### src/hdl/loop_bist_pkg.sv
// Shared constants and types for the loopback and self-test block.
// Assumes one clock domain and 4-bit nibble data on both sides.
package loop_bist_pkg;

  // ****************************************************************
  // Register offsets
  // ****************************************************************
  localparam logic [4:0] basic_mode_control_off        = 5'h00;
  localparam logic [4:0] loopback_selftest_control_off = 5'h16;
  localparam logic [4:0] selftest_gap_and_error_count_off = 5'h1b;
  localparam logic [4:0] selftest_packet_length_off    = 5'h1c;

  // ****************************************************************
  // Field positions
  // ****************************************************************
  localparam int mii_loop_bit     = 14; // In basic mode control
  localparam int pcs_in_bit       = 0;
  localparam int pcs_out_bit      = 1;
  localparam int digital_bit      = 2;
  localparam int analog_bit       = 3;
  localparam int reverse_bit      = 4;
  localparam int gen_enable_bit   = 5;
  localparam int chk_enable_bit   = 6;
  localparam int lock_status_bit  = 9;
  localparam int sync_status_bit  = 10;
  localparam int continuous_bit   = 14;
  localparam int latch_count_bit  = 15;

  // ****************************************************************
  // Reset values and counts
  // ****************************************************************
  localparam logic [15:0] control_reset = 16'h0000;
  localparam logic [7:0]  gap_reset     = 8'h0c;
  localparam logic [10:0] length_reset  = 11'h040;
  localparam logic [14:0] prbs_seed     = 15'h7fff;
  localparam logic [3:0]  lock_count    = 4'hf;
  localparam logic [7:0]  err_max       = 8'hff;
  localparam int          fifo_depth    = 4;

  // ****************************************************************
  // Types
  // ****************************************************************
  typedef struct packed {
    logic       en;
    logic [3:0] data;
  } nibble_s;

  typedef enum logic [1:0] {
    gen_idle = 2'b00,
    gen_pkt  = 2'b01,
    gen_gap  = 2'b10
  } gen_state_e;

  typedef enum logic [1:0] {
    point_none    = 2'b00,
    point_digital = 2'b01,
    point_analog  = 2'b10
  } loop_point_e;

endpackage

### src/hdl/loop_bist.sv
// Loopback selection and packet-framed PRBS self-test for a 10/100 PHY.
// Assumes MAC nibbles and line-side nibbles share the core clock and
// that management accesses arrive already decoded from the serial port.
`timescale 1ns/1ps
`default_nettype none
// Functional notes
// - Control bits 3:0 pick near-end loop point
// - Basic mode bit 14 loops MAC tx
// - Control bit 0 enables coding input loop
// - Control bit 1 enables coding output loop
// - Coding loops bypass all signal processing
// - Control bit 2 loops whole digital path
// - Control bit 3 loops after analog front
// - Control bit 4 retransmits received data
// - Reverse loop ignores all MAC data
// - Generator frames PRBS into packets, gaps
// - Packet length from 0x1C bits 10:0
// - Gap length from 0x1B bits 7:0
// - 15-bit PRBS stepped on payload only, independent generator
// - Checker compares received data to PRBS
// - Error byte count in 0x1B upper byte
// - Lock and sync readable at 0x16
// - Continuous mode counter wraps to zero
// - Writing 0x1B bit 15 latches, clears counter
// - MII loop via 0x00, others 0x16
// - Loops work at both speeds
module loop_bist (
  input  wire logic                   core_clk_in,
  input  wire logic                   rst_n_in,
  // Management register port
  input  wire logic                   mgmt_wr_in,
  input  wire logic [4:0]             mgmt_addr_in,
  input  wire logic [15:0]            mgmt_wdata_in,
  output logic      [15:0]            mgmt_rdata_out,
  // MAC side
  input  wire loop_bist_pkg::nibble_s mac_tx_in,
  output logic                        mac_tx_ready_out,
  output loop_bist_pkg::nibble_s      mac_rx_out,
  // Line side
  output loop_bist_pkg::nibble_s      line_tx_out,
  input  wire logic                   line_tx_ready_in,
  input  wire loop_bist_pkg::nibble_s line_rx_in,
  output loop_bist_pkg::loop_point_e  loop_point_out
);
  import loop_bist_pkg::*;
  // ****************************************************************
  // Register state
  // ****************************************************************
  logic        mii_loop_reg;       // Basic mode control loop bit
  logic [15:0] ctrl_reg;           // Loopback and self-test control
  logic [7:0]  gap_reg;            // Inter-packet gap in bytes
  logic [10:0] len_reg;            // Packet length in bytes
  logic [7:0]  err_cnt_reg;        // Running error byte count
  logic [7:0]  err_latch_reg;      // Count captured for reading
  // ****************************************************************
  // Data path state
  // ****************************************************************
  nibble_s     mac_rx_reg;         // Registered toward the MAC
  nibble_s     line_tx_reg;        // Registered toward the line
  // ****************************************************************
  // Generator state
  // ****************************************************************
  gen_state_e  gen_state_reg;
  gen_state_e  gen_state_next;
  logic [14:0] gen_lfsr_reg;       // Generator sequence state
  logic [11:0] gen_cnt_reg;        // Nibbles left in packet or gap
  logic [11:0] gen_cnt_next;
  // ****************************************************************
  // Checker state
  // ****************************************************************
  logic [14:0] chk_lfsr_reg;       // Local copy built from rx data
  logic [3:0]  good_run_reg;       // Clean nibbles since last miss
  logic        locked_reg;         // Checker has followed the stream
  logic        synced_reg;         // Last nibble matched
  logic        half_reg;           // Second nibble of a byte pending
  logic        byte_err_reg;       // First nibble of byte mismatched
  // ****************************************************************
  // Decode functions
  // ****************************************************************
  // One bit step of x^15 + x^14 + 1
  function automatic logic [14:0] prbs_bit(input logic [14:0] s);
    prbs_bit = {s[13:0], s[14] ^ s[13]};
  endfunction
  // Four steps; the nibble is the four new bits, oldest in bit 3
  function automatic logic [14:0] prbs_nib(input logic [14:0] s);
    logic [14:0] t;
    t = s;
    for (int i = 0; i < 4; i++) begin
      t = prbs_bit(t);
    end
    prbs_nib = t;
  endfunction
  // Byte count to nibble count, at least one nibble
  function automatic logic [11:0] nib_len(input logic [10:0] b);
    nib_len = (b == 11'h000) ? 12'h001 : {b, 1'b0};
  endfunction
  // ****************************************************************
  // Loop selection decode
  // ****************************************************************
  wire         loop_pcs  = ctrl_reg[pcs_in_bit]
                         | ctrl_reg[pcs_out_bit];
  wire         loop_dig  = ctrl_reg[digital_bit];
  wire         loop_ana  = ctrl_reg[analog_bit];
  wire         loop_rev  = ctrl_reg[reverse_bit];
  wire         loop_mii  = mii_loop_reg;
  wire         gen_on    = ctrl_reg[gen_enable_bit];
  wire         chk_on    = ctrl_reg[chk_enable_bit];
  wire         cont_mode = ctrl_reg[continuous_bit];
  // Point sent to the analog and digital stages
  assign loop_point_out = loop_ana ? point_analog :
                          loop_dig ? point_digital : point_none;
  // ****************************************************************
  // Transmit source selection and FIFO
  // ****************************************************************
  wire [14:0]  gen_step   = prbs_nib(gen_lfsr_reg);
  wire [3:0]   gen_nib    = gen_step[3:0];
  wire         gen_active = gen_on & (gen_state_reg == gen_pkt);
  nibble_s     src_word;          // Word offered to the FIFO
  nibble_s     fifo_word;         // Word leaving the FIFO
  wire         fifo_in_ready;
  wire         fifo_out_valid;
  wire         fifo_out_ready;
  wire         src_valid;

  // Reverse loop drops MAC data and outranks self-test; otherwise self-test owns the line when on
  assign src_word = loop_rev ? line_rx_in :
                    gen_on   ? nibble_s'{gen_active, gen_nib} :
                    loop_mii ? nibble_s'{1'b0, 4'h0} :
                               mac_tx_in;
  // Generator and reverse path push every cycle, MAC only on enable
  assign src_valid = loop_rev | gen_on | (mac_tx_in.en & ~loop_mii);
  // MAC stalls while the FIFO is full, never in MII or reverse loop or while self-test runs
  assign mac_tx_ready_out = loop_rev | gen_on | loop_mii
                          | fifo_in_ready;
  // Coding loops drain locally so the line never throttles them
  assign fifo_out_ready = line_tx_ready_in | loop_pcs;
  stream_fifo #(
    .WIDTH (5),
    .DEPTH (fifo_depth)
  ) tx_fifo (
    .core_clk_in   (core_clk_in),
    .rst_n_in      (rst_n_in),
    .in_data_in    (src_word),
    .in_valid_in   (src_valid),
    .in_ready_out  (fifo_in_ready),
    .out_data_out  (fifo_word),
    .out_valid_out (fifo_out_valid),
    .out_ready_in  (fifo_out_ready)
  );

  wire         fifo_pop = fifo_out_valid & fifo_out_ready;
  // ****************************************************************
  // Receive selection toward the MAC
  // ****************************************************************
  nibble_s     rx_sel;
  // MII loop is shallowest; coding loops skip the line entirely
  assign rx_sel = loop_mii ? mac_tx_in :
                  loop_pcs ? (fifo_pop ? fifo_word
                                       : nibble_s'{1'b0, 4'h0}) :
                             line_rx_in;
  // Output registers for both data directions
  always_ff @(posedge core_clk_in or negedge rst_n_in) begin
    if (!rst_n_in) begin
      mac_rx_reg  <= '0;
      line_tx_reg <= '0;
    end else begin
      mac_rx_reg <= rx_sel;
      // Coding loops keep the line quiet
      if (fifo_pop && !loop_pcs) begin
        line_tx_reg <= fifo_word;
      end else if (line_tx_ready_in || loop_pcs) begin
        line_tx_reg <= '0;
      end
    end
  end
  assign mac_rx_out  = mac_rx_reg;
  assign line_tx_out = line_tx_reg;
  // ****************************************************************
  // Generator packet framing
  // ****************************************************************
  // Counts are in nibbles, two to a byte
  always_comb begin
    gen_state_next = gen_state_reg;
    gen_cnt_next   = gen_cnt_reg;
    unique case (gen_state_reg)
      gen_idle: begin
        // Start with a packet as soon as enabled
        if (gen_on) begin
          gen_state_next = gen_pkt;
          gen_cnt_next   = nib_len(len_reg);
        end
      end
      gen_pkt: begin
        // Count only words the FIFO really took
        if (!gen_on) begin
          gen_state_next = gen_idle;
        end else if (fifo_in_ready) begin
          if (gen_cnt_reg == 12'h001) begin
            gen_state_next = gen_gap;
            gen_cnt_next   = {3'h0, gap_reg, 1'b0};
          end else begin
            gen_cnt_next = gen_cnt_reg - 12'h001;
          end
        end
      end
      gen_gap: begin
        // A zero gap still idles one nibble
        if (!gen_on) begin
          gen_state_next = gen_idle;
        end else if (fifo_in_ready) begin
          if (gen_cnt_reg <= 12'h001) begin
            gen_state_next = gen_pkt;
            gen_cnt_next   = nib_len(len_reg);
          end else begin
            gen_cnt_next = gen_cnt_reg - 12'h001;
          end
        end
      end
    endcase
  end
  // Sequence steps only on payload nibbles the FIFO accepts, so the
  // checker, which sees payload only, follows one unbroken stream.
  always_ff @(posedge core_clk_in or negedge rst_n_in) begin
    if (!rst_n_in) begin
      gen_state_reg <= gen_idle;
      gen_cnt_reg   <= '0;
      gen_lfsr_reg  <= prbs_seed;
    end else begin
      gen_state_reg <= gen_state_next;
      gen_cnt_reg   <= gen_cnt_next;
      if (gen_active && fifo_in_ready && !loop_rev) begin
        gen_lfsr_reg <= gen_step;
      end
    end
  end

  // ****************************************************************
  // Checker
  // ****************************************************************
  // The checker predicts from its own state, built only from what
  // arrives, so it needs no link to the generator.
  wire [14:0]  chk_pred  = prbs_nib(chk_lfsr_reg);
  wire         chk_valid = chk_on & rx_sel.en;
  wire         nib_err   = chk_valid
                         & (chk_pred[3:0] != rx_sel.data);
  // Shift in received bits so a clean stream pulls the copy in line
  wire [14:0]  chk_load  = {chk_lfsr_reg[10:0], rx_sel.data};
  wire         byte_done = chk_valid & half_reg;
  wire         byte_bad  = byte_done & (nib_err | byte_err_reg)
                         & locked_reg;
  wire         latch_wr  = mgmt_wr_in
                         & (mgmt_addr_in == selftest_gap_and_error_count_off)
                         & mgmt_wdata_in[latch_count_bit];

  always_ff @(posedge core_clk_in or negedge rst_n_in) begin
    if (!rst_n_in) begin
      chk_lfsr_reg <= prbs_seed;
      good_run_reg <= '0;
      locked_reg   <= 1'b0;
      synced_reg   <= 1'b0;
      half_reg     <= 1'b0;
      byte_err_reg <= 1'b0;
    end else if (!chk_on) begin
      // Disabled checker forgets its lock
      good_run_reg <= '0;
      locked_reg   <= 1'b0;
      synced_reg   <= 1'b0;
      half_reg     <= 1'b0;
      byte_err_reg <= 1'b0;
    end else if (chk_valid) begin
      chk_lfsr_reg <= chk_load;
      synced_reg   <= ~nib_err;
      half_reg     <= ~half_reg;
      byte_err_reg <= half_reg ? 1'b0 : nib_err;
      if (nib_err) begin
        good_run_reg <= '0;
      end else if (good_run_reg != lock_count) begin
        good_run_reg <= good_run_reg + 4'h1;
      end else begin
        locked_reg <= 1'b1;
      end
    end
  end

  // ****************************************************************
  // Error byte counter
  // ****************************************************************
  // Latch write copies then clears; an error in that same cycle
  // starts the fresh count at one so it is not lost.
  always_ff @(posedge core_clk_in or negedge rst_n_in) begin
    if (!rst_n_in) begin
      err_cnt_reg   <= '0;
      err_latch_reg <= '0;
    end else if (latch_wr) begin
      err_latch_reg <= err_cnt_reg;
      err_cnt_reg   <= byte_bad ? 8'h01 : 8'h00;
    end else if (byte_bad) begin
      if (err_cnt_reg != err_max) begin
        err_cnt_reg <= err_cnt_reg + 8'h01;
      end else if (cont_mode) begin
        err_cnt_reg <= 8'h00;
      end
      // Otherwise hold at the maximum
    end
  end
  // ****************************************************************
  // Register writes
  // ****************************************************************
  wire         wr_bmc  = mgmt_wr_in
                       & (mgmt_addr_in == basic_mode_control_off);
  wire         wr_ctrl = mgmt_wr_in
                       & (mgmt_addr_in == loopback_selftest_control_off);
  wire         wr_gap  = latch_wr | (mgmt_wr_in
                       & (mgmt_addr_in == selftest_gap_and_error_count_off));
  wire         wr_len  = mgmt_wr_in
                       & (mgmt_addr_in == selftest_packet_length_off);
  // Status bits are not stored; they read live from the checker
  always_ff @(posedge core_clk_in or negedge rst_n_in) begin
    if (!rst_n_in) begin
      mii_loop_reg <= 1'b0;
      ctrl_reg     <= control_reset;
      gap_reg      <= gap_reset;
      len_reg      <= length_reset;
    end else begin
      if (wr_bmc) begin
        mii_loop_reg <= mgmt_wdata_in[mii_loop_bit];
      end
      if (wr_ctrl) begin
        ctrl_reg <= mgmt_wdata_in;
      end
      if (wr_gap) begin
        gap_reg <= mgmt_wdata_in[7:0];
      end
      if (wr_len) begin
        len_reg <= mgmt_wdata_in[10:0];
      end
    end
  end
  // ****************************************************************
  // Register reads
  // ****************************************************************
  logic [15:0] ctrl_view;          // Control with live status bits
  always_comb begin
    ctrl_view                  = ctrl_reg;
    ctrl_view[lock_status_bit] = locked_reg;
    ctrl_view[sync_status_bit] = synced_reg;
  end
  // Unmapped offsets read as zero
  always_comb begin
    unique case (mgmt_addr_in)
      basic_mode_control_off:
        mgmt_rdata_out = {1'b0, mii_loop_reg, 14'h0000};
      loopback_selftest_control_off:
        mgmt_rdata_out = ctrl_view;
      selftest_gap_and_error_count_off:
        mgmt_rdata_out = {err_latch_reg, gap_reg};
      selftest_packet_length_off:
        mgmt_rdata_out = {5'h00, len_reg};
      default:
        mgmt_rdata_out = 16'h0000;
    endcase
  end
endmodule
`default_nettype wire

### src/hdl/stream_fifo.sv
// Small synchronous FIFO with valid/ready on both sides.
// Assumes a single clock; depth must be a power of two.
`timescale 1ns/1ps
`default_nettype none
module stream_fifo #(
  parameter int WIDTH = 5,
  parameter int DEPTH = 4
) (
  input  wire logic             core_clk_in,
  input  wire logic             rst_n_in,
  input  wire logic [WIDTH-1:0] in_data_in,
  input  wire logic             in_valid_in,
  output logic                  in_ready_out,
  output logic [WIDTH-1:0]      out_data_out,
  output logic                  out_valid_out,
  input  wire logic             out_ready_in
);
  localparam int AW = $clog2(DEPTH);

  logic [WIDTH-1:0] mem [DEPTH];     // Storage words
  logic [AW-1:0]    wr_ptr_reg;      // Next slot to fill
  logic [AW-1:0]    rd_ptr_reg;      // Next slot to drain
  logic [AW:0]      count_reg;       // Words held
  wire              push;
  wire              pop;

  // Full and empty come straight from the count
  assign in_ready_out  = (count_reg != AW'(0) + (AW+1)'(DEPTH));
  assign out_valid_out = (count_reg != '0);
  assign out_data_out  = mem[rd_ptr_reg];
  assign push = in_valid_in & in_ready_out;
  assign pop  = out_valid_out & out_ready_in;

  // ****************************************************************
  // Pointer and count update
  // ****************************************************************
  always_ff @(posedge core_clk_in or negedge rst_n_in) begin
    if (!rst_n_in) begin
      wr_ptr_reg <= '0;
      rd_ptr_reg <= '0;
      count_reg  <= '0;
    end else begin
      if (push) begin
        wr_ptr_reg <= wr_ptr_reg + AW'(1);
      end
      if (pop) begin
        rd_ptr_reg <= rd_ptr_reg + AW'(1);
      end
      count_reg <= count_reg + (AW+1)'(push) - (AW+1)'(pop);
    end
  end

  // Data array has no reset; only written words are ever read
  always_ff @(posedge core_clk_in) begin
    if (push) begin
      mem[wr_ptr_reg] <= in_data_in;
    end
  end
endmodule
`default_nettype wire

### config.mk
export PLATFORM = sky130hd
export DESIGN_NAME = loop_bist
export DESIGN_NICKNAME = d
export VERILOG_FILES = /design/src/hdl/loop_bist_pkg.sv /design/src/hdl/loop_bist.sv /design/src/hdl/stream_fifo.sv
export SDC_FILE = /design/constraint.sdc
export NUM_CORES = 1
export LEC_CHECK = 0
export ABC_AREA = 1
export CAP_MARGIN = 20
export CORE_ASPECT_RATIO = 1.4
export CORE_MARGIN = 2
export CORE_UTILIZATION = 40
export DETAILED_ROUTE_END_ITERATION = 10
export DONT_BUFFER_PORTS = 1
export PLACE_DENSITY = 0.66
export SYNTH_ARGS = -nofsm -noshare
export SYNTH_HDL_FRONTEND = slang
export SYNTH_HIERARCHICAL = 1
export SYNTH_SLANG_ARGS = --single-unit
### constraint.sdc
create_clock -name core_clk_in -period 7.4 [get_ports core_clk_in]
set_clock_uncertainty 0.15 [all_clocks]
set_input_delay 0 -clock core_clk_in [delete_from_list [all_inputs] [get_ports core_clk_in]]
set_output_delay 0 -clock core_clk_in [all_outputs]
set_load 0.01 [all_outputs]
* Word-level counts from Yosys, hierarchy flattened *
Memory sizes are Yosys's and may differ from the RTL's.
Index checks and enable logic that the tools add are counted.

storage, ports and cells
  register bits after elaboration = 121
  bits in writable memories = 20
  output and inout port bits = 29
  memories = 1

cells by class
  add/subtract/negate cells = 7
  magnitude comparators = 1
  eq/ne operators = 23
  muxes and demuxes = 50
  bitwise operators = 33
  reductions and logical operators = 19

memories
  name         depth  bits a word  read ports  clocked after Yosys merged registers in  wr ports  line               text
  tx_fifo.mem  4      5            1           0                                        1         stream_fifo.sv:20  logic [WIDTH-1:0] mem [DEPTH];

operators with widths
  cell                                                                     count
  12-bit two-way mux                                                       8
  16-bit one-hot mux with 4 select lines                                   1
  5-bit two-way mux                                                        8
  12-bit one-hot mux with 3 select lines                                   1
  8-bit two-way mux                                                        4
  2-bit two-way mux                                                        8
  4-bit two-way mux                                                        4
  5-bit == test (second input constant)                                    3
  1-bit two-way mux                                                        15
  1-bit bitwise AND                                                        14
  2-bit != test (second input constant)                                    7
  12-bit by 1-bit == test with 1-bit output (second input constant)        1
  12-bit by 1-bit <= comparator with 1-bit output (second input constant)  1
  3-bit != test (second input constant)                                    4
  12-bit by 1-bit subtractor with 12-bit output (second input constant)    1
  11-bit zero test                                                         1
  5-bit AND reduction                                                      2
  8-bit by 1-bit adder with 8-bit output (second input constant)           1
  8-bit != test (second input constant)                                    1
  1-bit OR                                                                 8
  1-bit XOR                                                                8
  2-bit one-hot mux with 3 select lines                                    1
  2-bit AND reduction                                                      3
  3-bit nonzero test                                                       2
  19 further kinds                                                         26

* Logic depth before layout (Yosys ltp) *
  word-level depth = 13
  gate-level depth with buffers = 19
  gate-level depth less buffers = 17

* Hierarchy *
The synthesis kept the hierarchy.

modules (own cells, without submodules)
  module       instances  cells an instance  area an instance (µm²)  seq. area each (µm²)
  loop_bist    1          795                6119.6                  2844.0
  stream_fifo  1          122                1261.2                  775.7

* Least setup slack after synthesis *
OpenSTA, ideal clock, no wires.

  path kind = register to register
  from = register mii_loop_reg (netlist: loop_mii)
  to = register tx_fifo.count_reg[2]
  setup time = 0.117 ns
  data arrival time = 2.109 ns
  data required time = 7.133 ns
  setup slack = 5.025 ns
  stages on the path, launching flop included = 11
  period minus slack after synthesis = 2.375 ns
  cells stage by stage = dfrtp_1 > clkbuf_1 > o21ai_0 > nand2_4 > ha_1 > inv_1 > ha_1 > inv_1 > fa_1 > nand3_1 > nand2_1

on the way
  longest elaborated chain between the ends = 6

ends and longest elaborated chain
  element                                      line               text
  start, declared                              loop_bist.sv:49    logic mii_loop_reg;
  start signal, assigned                       loop_bist.sv:326   mii_loop_reg <= mgmt_wdata_in[mii_loop_bit];
  1-bit inverter                               loop_bist.sv:131   assign src_valid = loop_rev | gen_on | (mac_tx_in.en & ~loop_mii);
  1-bit bitwise AND                            loop_bist.sv:131
  1-bit OR                                     loop_bist.sv:131
  via src_valid                                loop_bist.sv:123   wire src_valid;
  1-bit bitwise AND                            stream_fifo.sv:31  assign push = in_valid_in & in_ready_out;
  3-bit by 1-bit adder with 3-bit output       stream_fifo.sv:49  count_reg <= count_reg + (AW+1)'(push) - (AW+1)'(pop);
  3-bit by 1-bit subtractor with 3-bit output  stream_fifo.sv:49
  end signal, assigned                         stream_fifo.sv:49
  end, declared                                stream_fifo.sv:23  logic [AW:0] count_reg;

The timed path passes the listed nets, and every way through them passes these cells.
A chain may end at the register's enable or synchronous reset.

==> results.md <==
Timing:
- The slew at the pin with the worst max-slew slack is 0.8543 ns.
- The smallest clock period supported by the final layout is computed as 3.192 ns.
- Setup repair after global routing left no endpoint under its margin.
- Summed over all failing endpoints, the final setup total negative slack is 0 ns.
- Hold timing on the final database bottoms out at a slack of -0.04320 ns.
- The number of hold violations in the final report was 9.
- Setup slack closes at 4.208 ns.
- The normalized max-slew margin is 42.62%.
- The fraction of the cycle the final worst path needs is 43.13%.
- For this run, the top clock speed supported by timing is 313.3 MHz.
- The count of final max-slew check failures is 0.
- Setup violations remaining at the end of the flow were counted as 0.

Routing:
- Wires add up to 17570 microns.
- Once detail routing completed, the nets flagged for antenna violations numbered 0.
- Dividing the detail-routed wire length by the instance count gives 14.47 microns.
- The number of iterations in the first detailed-routing pass is 5.
- The remaining routing DRC violations is 0.
- After detailed routing, the number of vias per cell comes to 5.016.
- The overall via count from detail_route is 6089.
- For this block, the initial DRC count from the detailed router was 438.

Yosys:
- In this run, synthesis produced a sequential element count of 139.
- The area of the mapped netlist is 7381 sq um.
- For this run, the leading register cell type out of synthesis is sky130_fd_sc_hd__dfrtp_1.
- Synthesis produced a netlist with a net count of 966.
- Of the synthesized area, sequential elements account for 49.04%.
- The netlist uses 51 different library cells.
- By area the synthesized netlist is led by sky130_fd_sc_hd__dfrtp_1, sky130_fd_sc_hd__nand2_1, sky130_fd_sc_hd__dfstp_2.
- Synthesis handed over a netlist of 917 instances.
- The mean cell area of the mapped netlist is 8.049 sq um.
- The area share of the largest cell type after synthesis is 29.16%.
- The synthesized design contains 20 enable-type register cells.
- The fraction of synthesis flops using an asynchronous set or reset pin is 85.61%.
- The most area-hungry cell type in the Yosys netlist is sky130_fd_sc_hd__dfrtp_1.
- The Yosys warning count is 6.

Worst setup path:
- The data arrival time of the worst path is 3.41 ns.
- The worst setup path is launched from a register.
- The path type of the worst setup path is register to register.
- Of all nets on the critical path, the largest fanout is 23.
- STA puts the critical path data required time at 7.62 ns.
- The kind of end point of the critical path is a register.

Global routing:
- Global routing finished with a remaining overflow of 0.
- Across every metal layer, demand over resource in global routing totals 19.04%.
- The number of antenna violations at the first check in global routing is 0.
- The pin count of the biggest net entering global routing is 120.
- The number of global-route vias before repair is 5979.
- The first global-routing pass estimated 29370 microns of wire.

Outcome:
- The checks that failed: hold timing.
- The run finished, with violations left.

Placed design:
- In this run the tool buffered the top-level ports with 0 buffer cells.
- The post-placement worst setup slack is 4.817 ns.
- The cell count after placement is 1130.
- Summing all placed instances gives a cell area of 7548 sq um.
- After legalization and detailed placement, the total HPWL measured 12330 microns.
- The weighted congestion at the end of routability-driven global placement is 0.9115.

Layout:
- The library cell used most frequently in the layout, excluding fill and tap cells, is sky130_fd_sc_hd__nand2_1.
- The total number of nets in the final design is 1010.
- In the layout the commonest cells are sky130_fd_sc_hd__nand2_1, sky130_fd_sc_hd__inv_1, sky130_fd_sc_hd__dfrtp_1, sky130_fd_sc_hd__nand3_1, sky130_fd_sc_hd__o21ai_0.
- The area growth from synthesis to final layout is 17.10%.
- The register with the most flip-flops in the layout has 20 of them.
- The fraction of final layout cells with drive strength greater than 1 is 9.856%.
- The end-of-flow core utilization is 48.03%.
- After routing the design area is 8643 sq um.
- After the flow finishes, the layout carries non-filler instances totaling 1214.
- The number of inserted diodes is 0.

CTS:
- In this run the deepest clock path goes through 2 buffers.
- The number of resized instances in the post-cts repair step is 0.
- The H-tree was split into 4 levels.
- The number of buffers created by CTS is 17.
- Once the clock tree was built, the setup fixing pass inserted 0 buffers.
- The number of clock sinks seen by CTS is 139.
- TritonCTS built the clock tree.
- Clock-pin slew was measured on the worst setup and hold paths at 0.06 ns.
- In this run, post-CTS hold repair placed 52 buffers.
- Clock latency on the worst-skew pair, taken at its later pin, is 0.43 ns.
- CTS placed an instance of sky130_fd_sc_hd__clkbuf_16 at the clock tree root.

Power and ir drop:
- In this run the static leakage power is 4.158 nW.
- VDD sags by at most 0.0001509 V.
- The total power of the final layout is 2.931 mW.
- Power spread over the standard cell area amounts to 339.1 nW/um^2.

Floorplan:
- The die height is 164.7 microns.
- The core region is 18000 sq um.
- In this run the count of I/O pins placed on the die edge is 64.
- The die width is 118.8 microns.
- The cell row count is 58.
- The floorplan step defined a die boundary enclosing 19570 sq um.
- The initial utilization of the core area, before any placement, comes to 41.01%.

Min path:
- The tightest min-delay check is of the primary input to asynchronous set/reset pin type.

Job:
- The number of max-cap violations is 0.
## synthesized netlist by cell type, drive strengths merged, types with 4 or more instances
library cell and instances:
a21oi 21, a22o 4, a22oi 6, buf 7
clkbuf 20, dfrtp 86, dfstp 33, edfxtp 20
ha 13, inv 135, mux2 4, nand2 287
nand3 69, nand3b 4, nand4 8, nor2 60
nor3 7, nor4 4, o21ai 75, o221ai 10
o31ai 6, or2 5, xnor2 8, xor2 11
## worst max-delay path, stage by stage (launching register included)
cell,delay (ns)
sky130_fd_sc_hd__dfrtp_1,0.68
sky130_fd_sc_hd__inv_1,0.19
sky130_fd_sc_hd__o21ai_0,0.20
sky130_fd_sc_hd__nand2_1,0.13
sky130_fd_sc_hd__nand3_2,0.10
sky130_fd_sc_hd__nand3_2,0.06
sky130_fd_sc_hd__nand2_2,0.05
sky130_fd_sc_hd__dlygate4sd3_1,0.59
sky130_fd_sc_hd__clkinv_2,0.10
sky130_fd_sc_hd__nand2_4,0.20
sky130_fd_sc_hd__inv_1,0.28
sky130_fd_sc_hd__a21boi_0,0.24
sky130_fd_sc_hd__nand3_1,0.09
sky130_fd_sc_hd__nand2_1,0.07
## worst paths after layout
| path | startpoint | endpoint | slack [ns] | cells past startpoint |
|---|---|---|---|---|
| max in group asynchronous | rst_n_in | mac_rx_out[4]$_DFF_PN0_ | 6.56 | 2 |
| min in group core_clk_in | line_rx_in[1] | locked_reg$_DFFE_PN0P_ | 0.01 | 7 |
| min | rst_n_in | gen_cnt_reg[0]$_DFFE_PN0P_ | -0.04 | 2 |
| max reg2reg | tx_fifo/rd_ptr_reg[0]$_DFFE_PN0P_ | good_run_reg[1]$_DFFE_PN0P_ | 4.21 | 13 |
| max | tx_fifo/rd_ptr_reg[0]$_DFFE_PN0P_ | good_run_reg[1]$_DFFE_PN0P_ | 4.21 | 13 |
| min reg2reg | gen_lfsr_reg[9]$_DFFE_PN1P_ | gen_lfsr_reg[13]$_DFFE_PN1P_ | 0.31 | 2 |
## layer usage
metal | vias up | part of all wire, % | GRT usage, %
met5 | - | 0 | 0
met4 | 0 | 2.0 | 7.089
met3 | 28 | 6.2 | 4.800
met2 | 193 | 50 | 32.60
met1 | 2841 | 42 | 23.22
li1 | 3027 | - | -
## cells by family (layout without fill, tap and decap cells)
kind of cell / after synthesis / count (layout) / synth area share (%)
xor+xnor: 19 / 19 / 2.255
mux: 4 / 4 / 0.6102
flops: 139 / 139 / 49.04
buf+inv: 164 / 221 / 8.781
compound gates: 129 / 129 / 10.10
fa+ha+maj: 14 / 14 / 2.475
simple gates: 448 / 448 / 26.73
## where the power goes
part	leakage (nW)	total, mW	switching, mW	internal (mW)
Clock	0.268	0.792	0.312	0.480
Combinational	2.27	0.977	0.628	0.349
Sequential	1.62	1.16	0.168	0.994
Total	4.16	2.93	1.11	1.82
## area by class of cell
cell class / count / area [sq um]
flip-flops and latches: 139 / 3620
inverters: 137 / 515.5
repair buffers: 52 / 538.0
clock buffers: 26 / 519.2
multi-input cells: 614 / 3113
clock inverters: 6 / 37.54
well taps: 240 / 300.3
fillers: 1797 / 9354
Note: power is estimated with default switching activity, not from simulation.
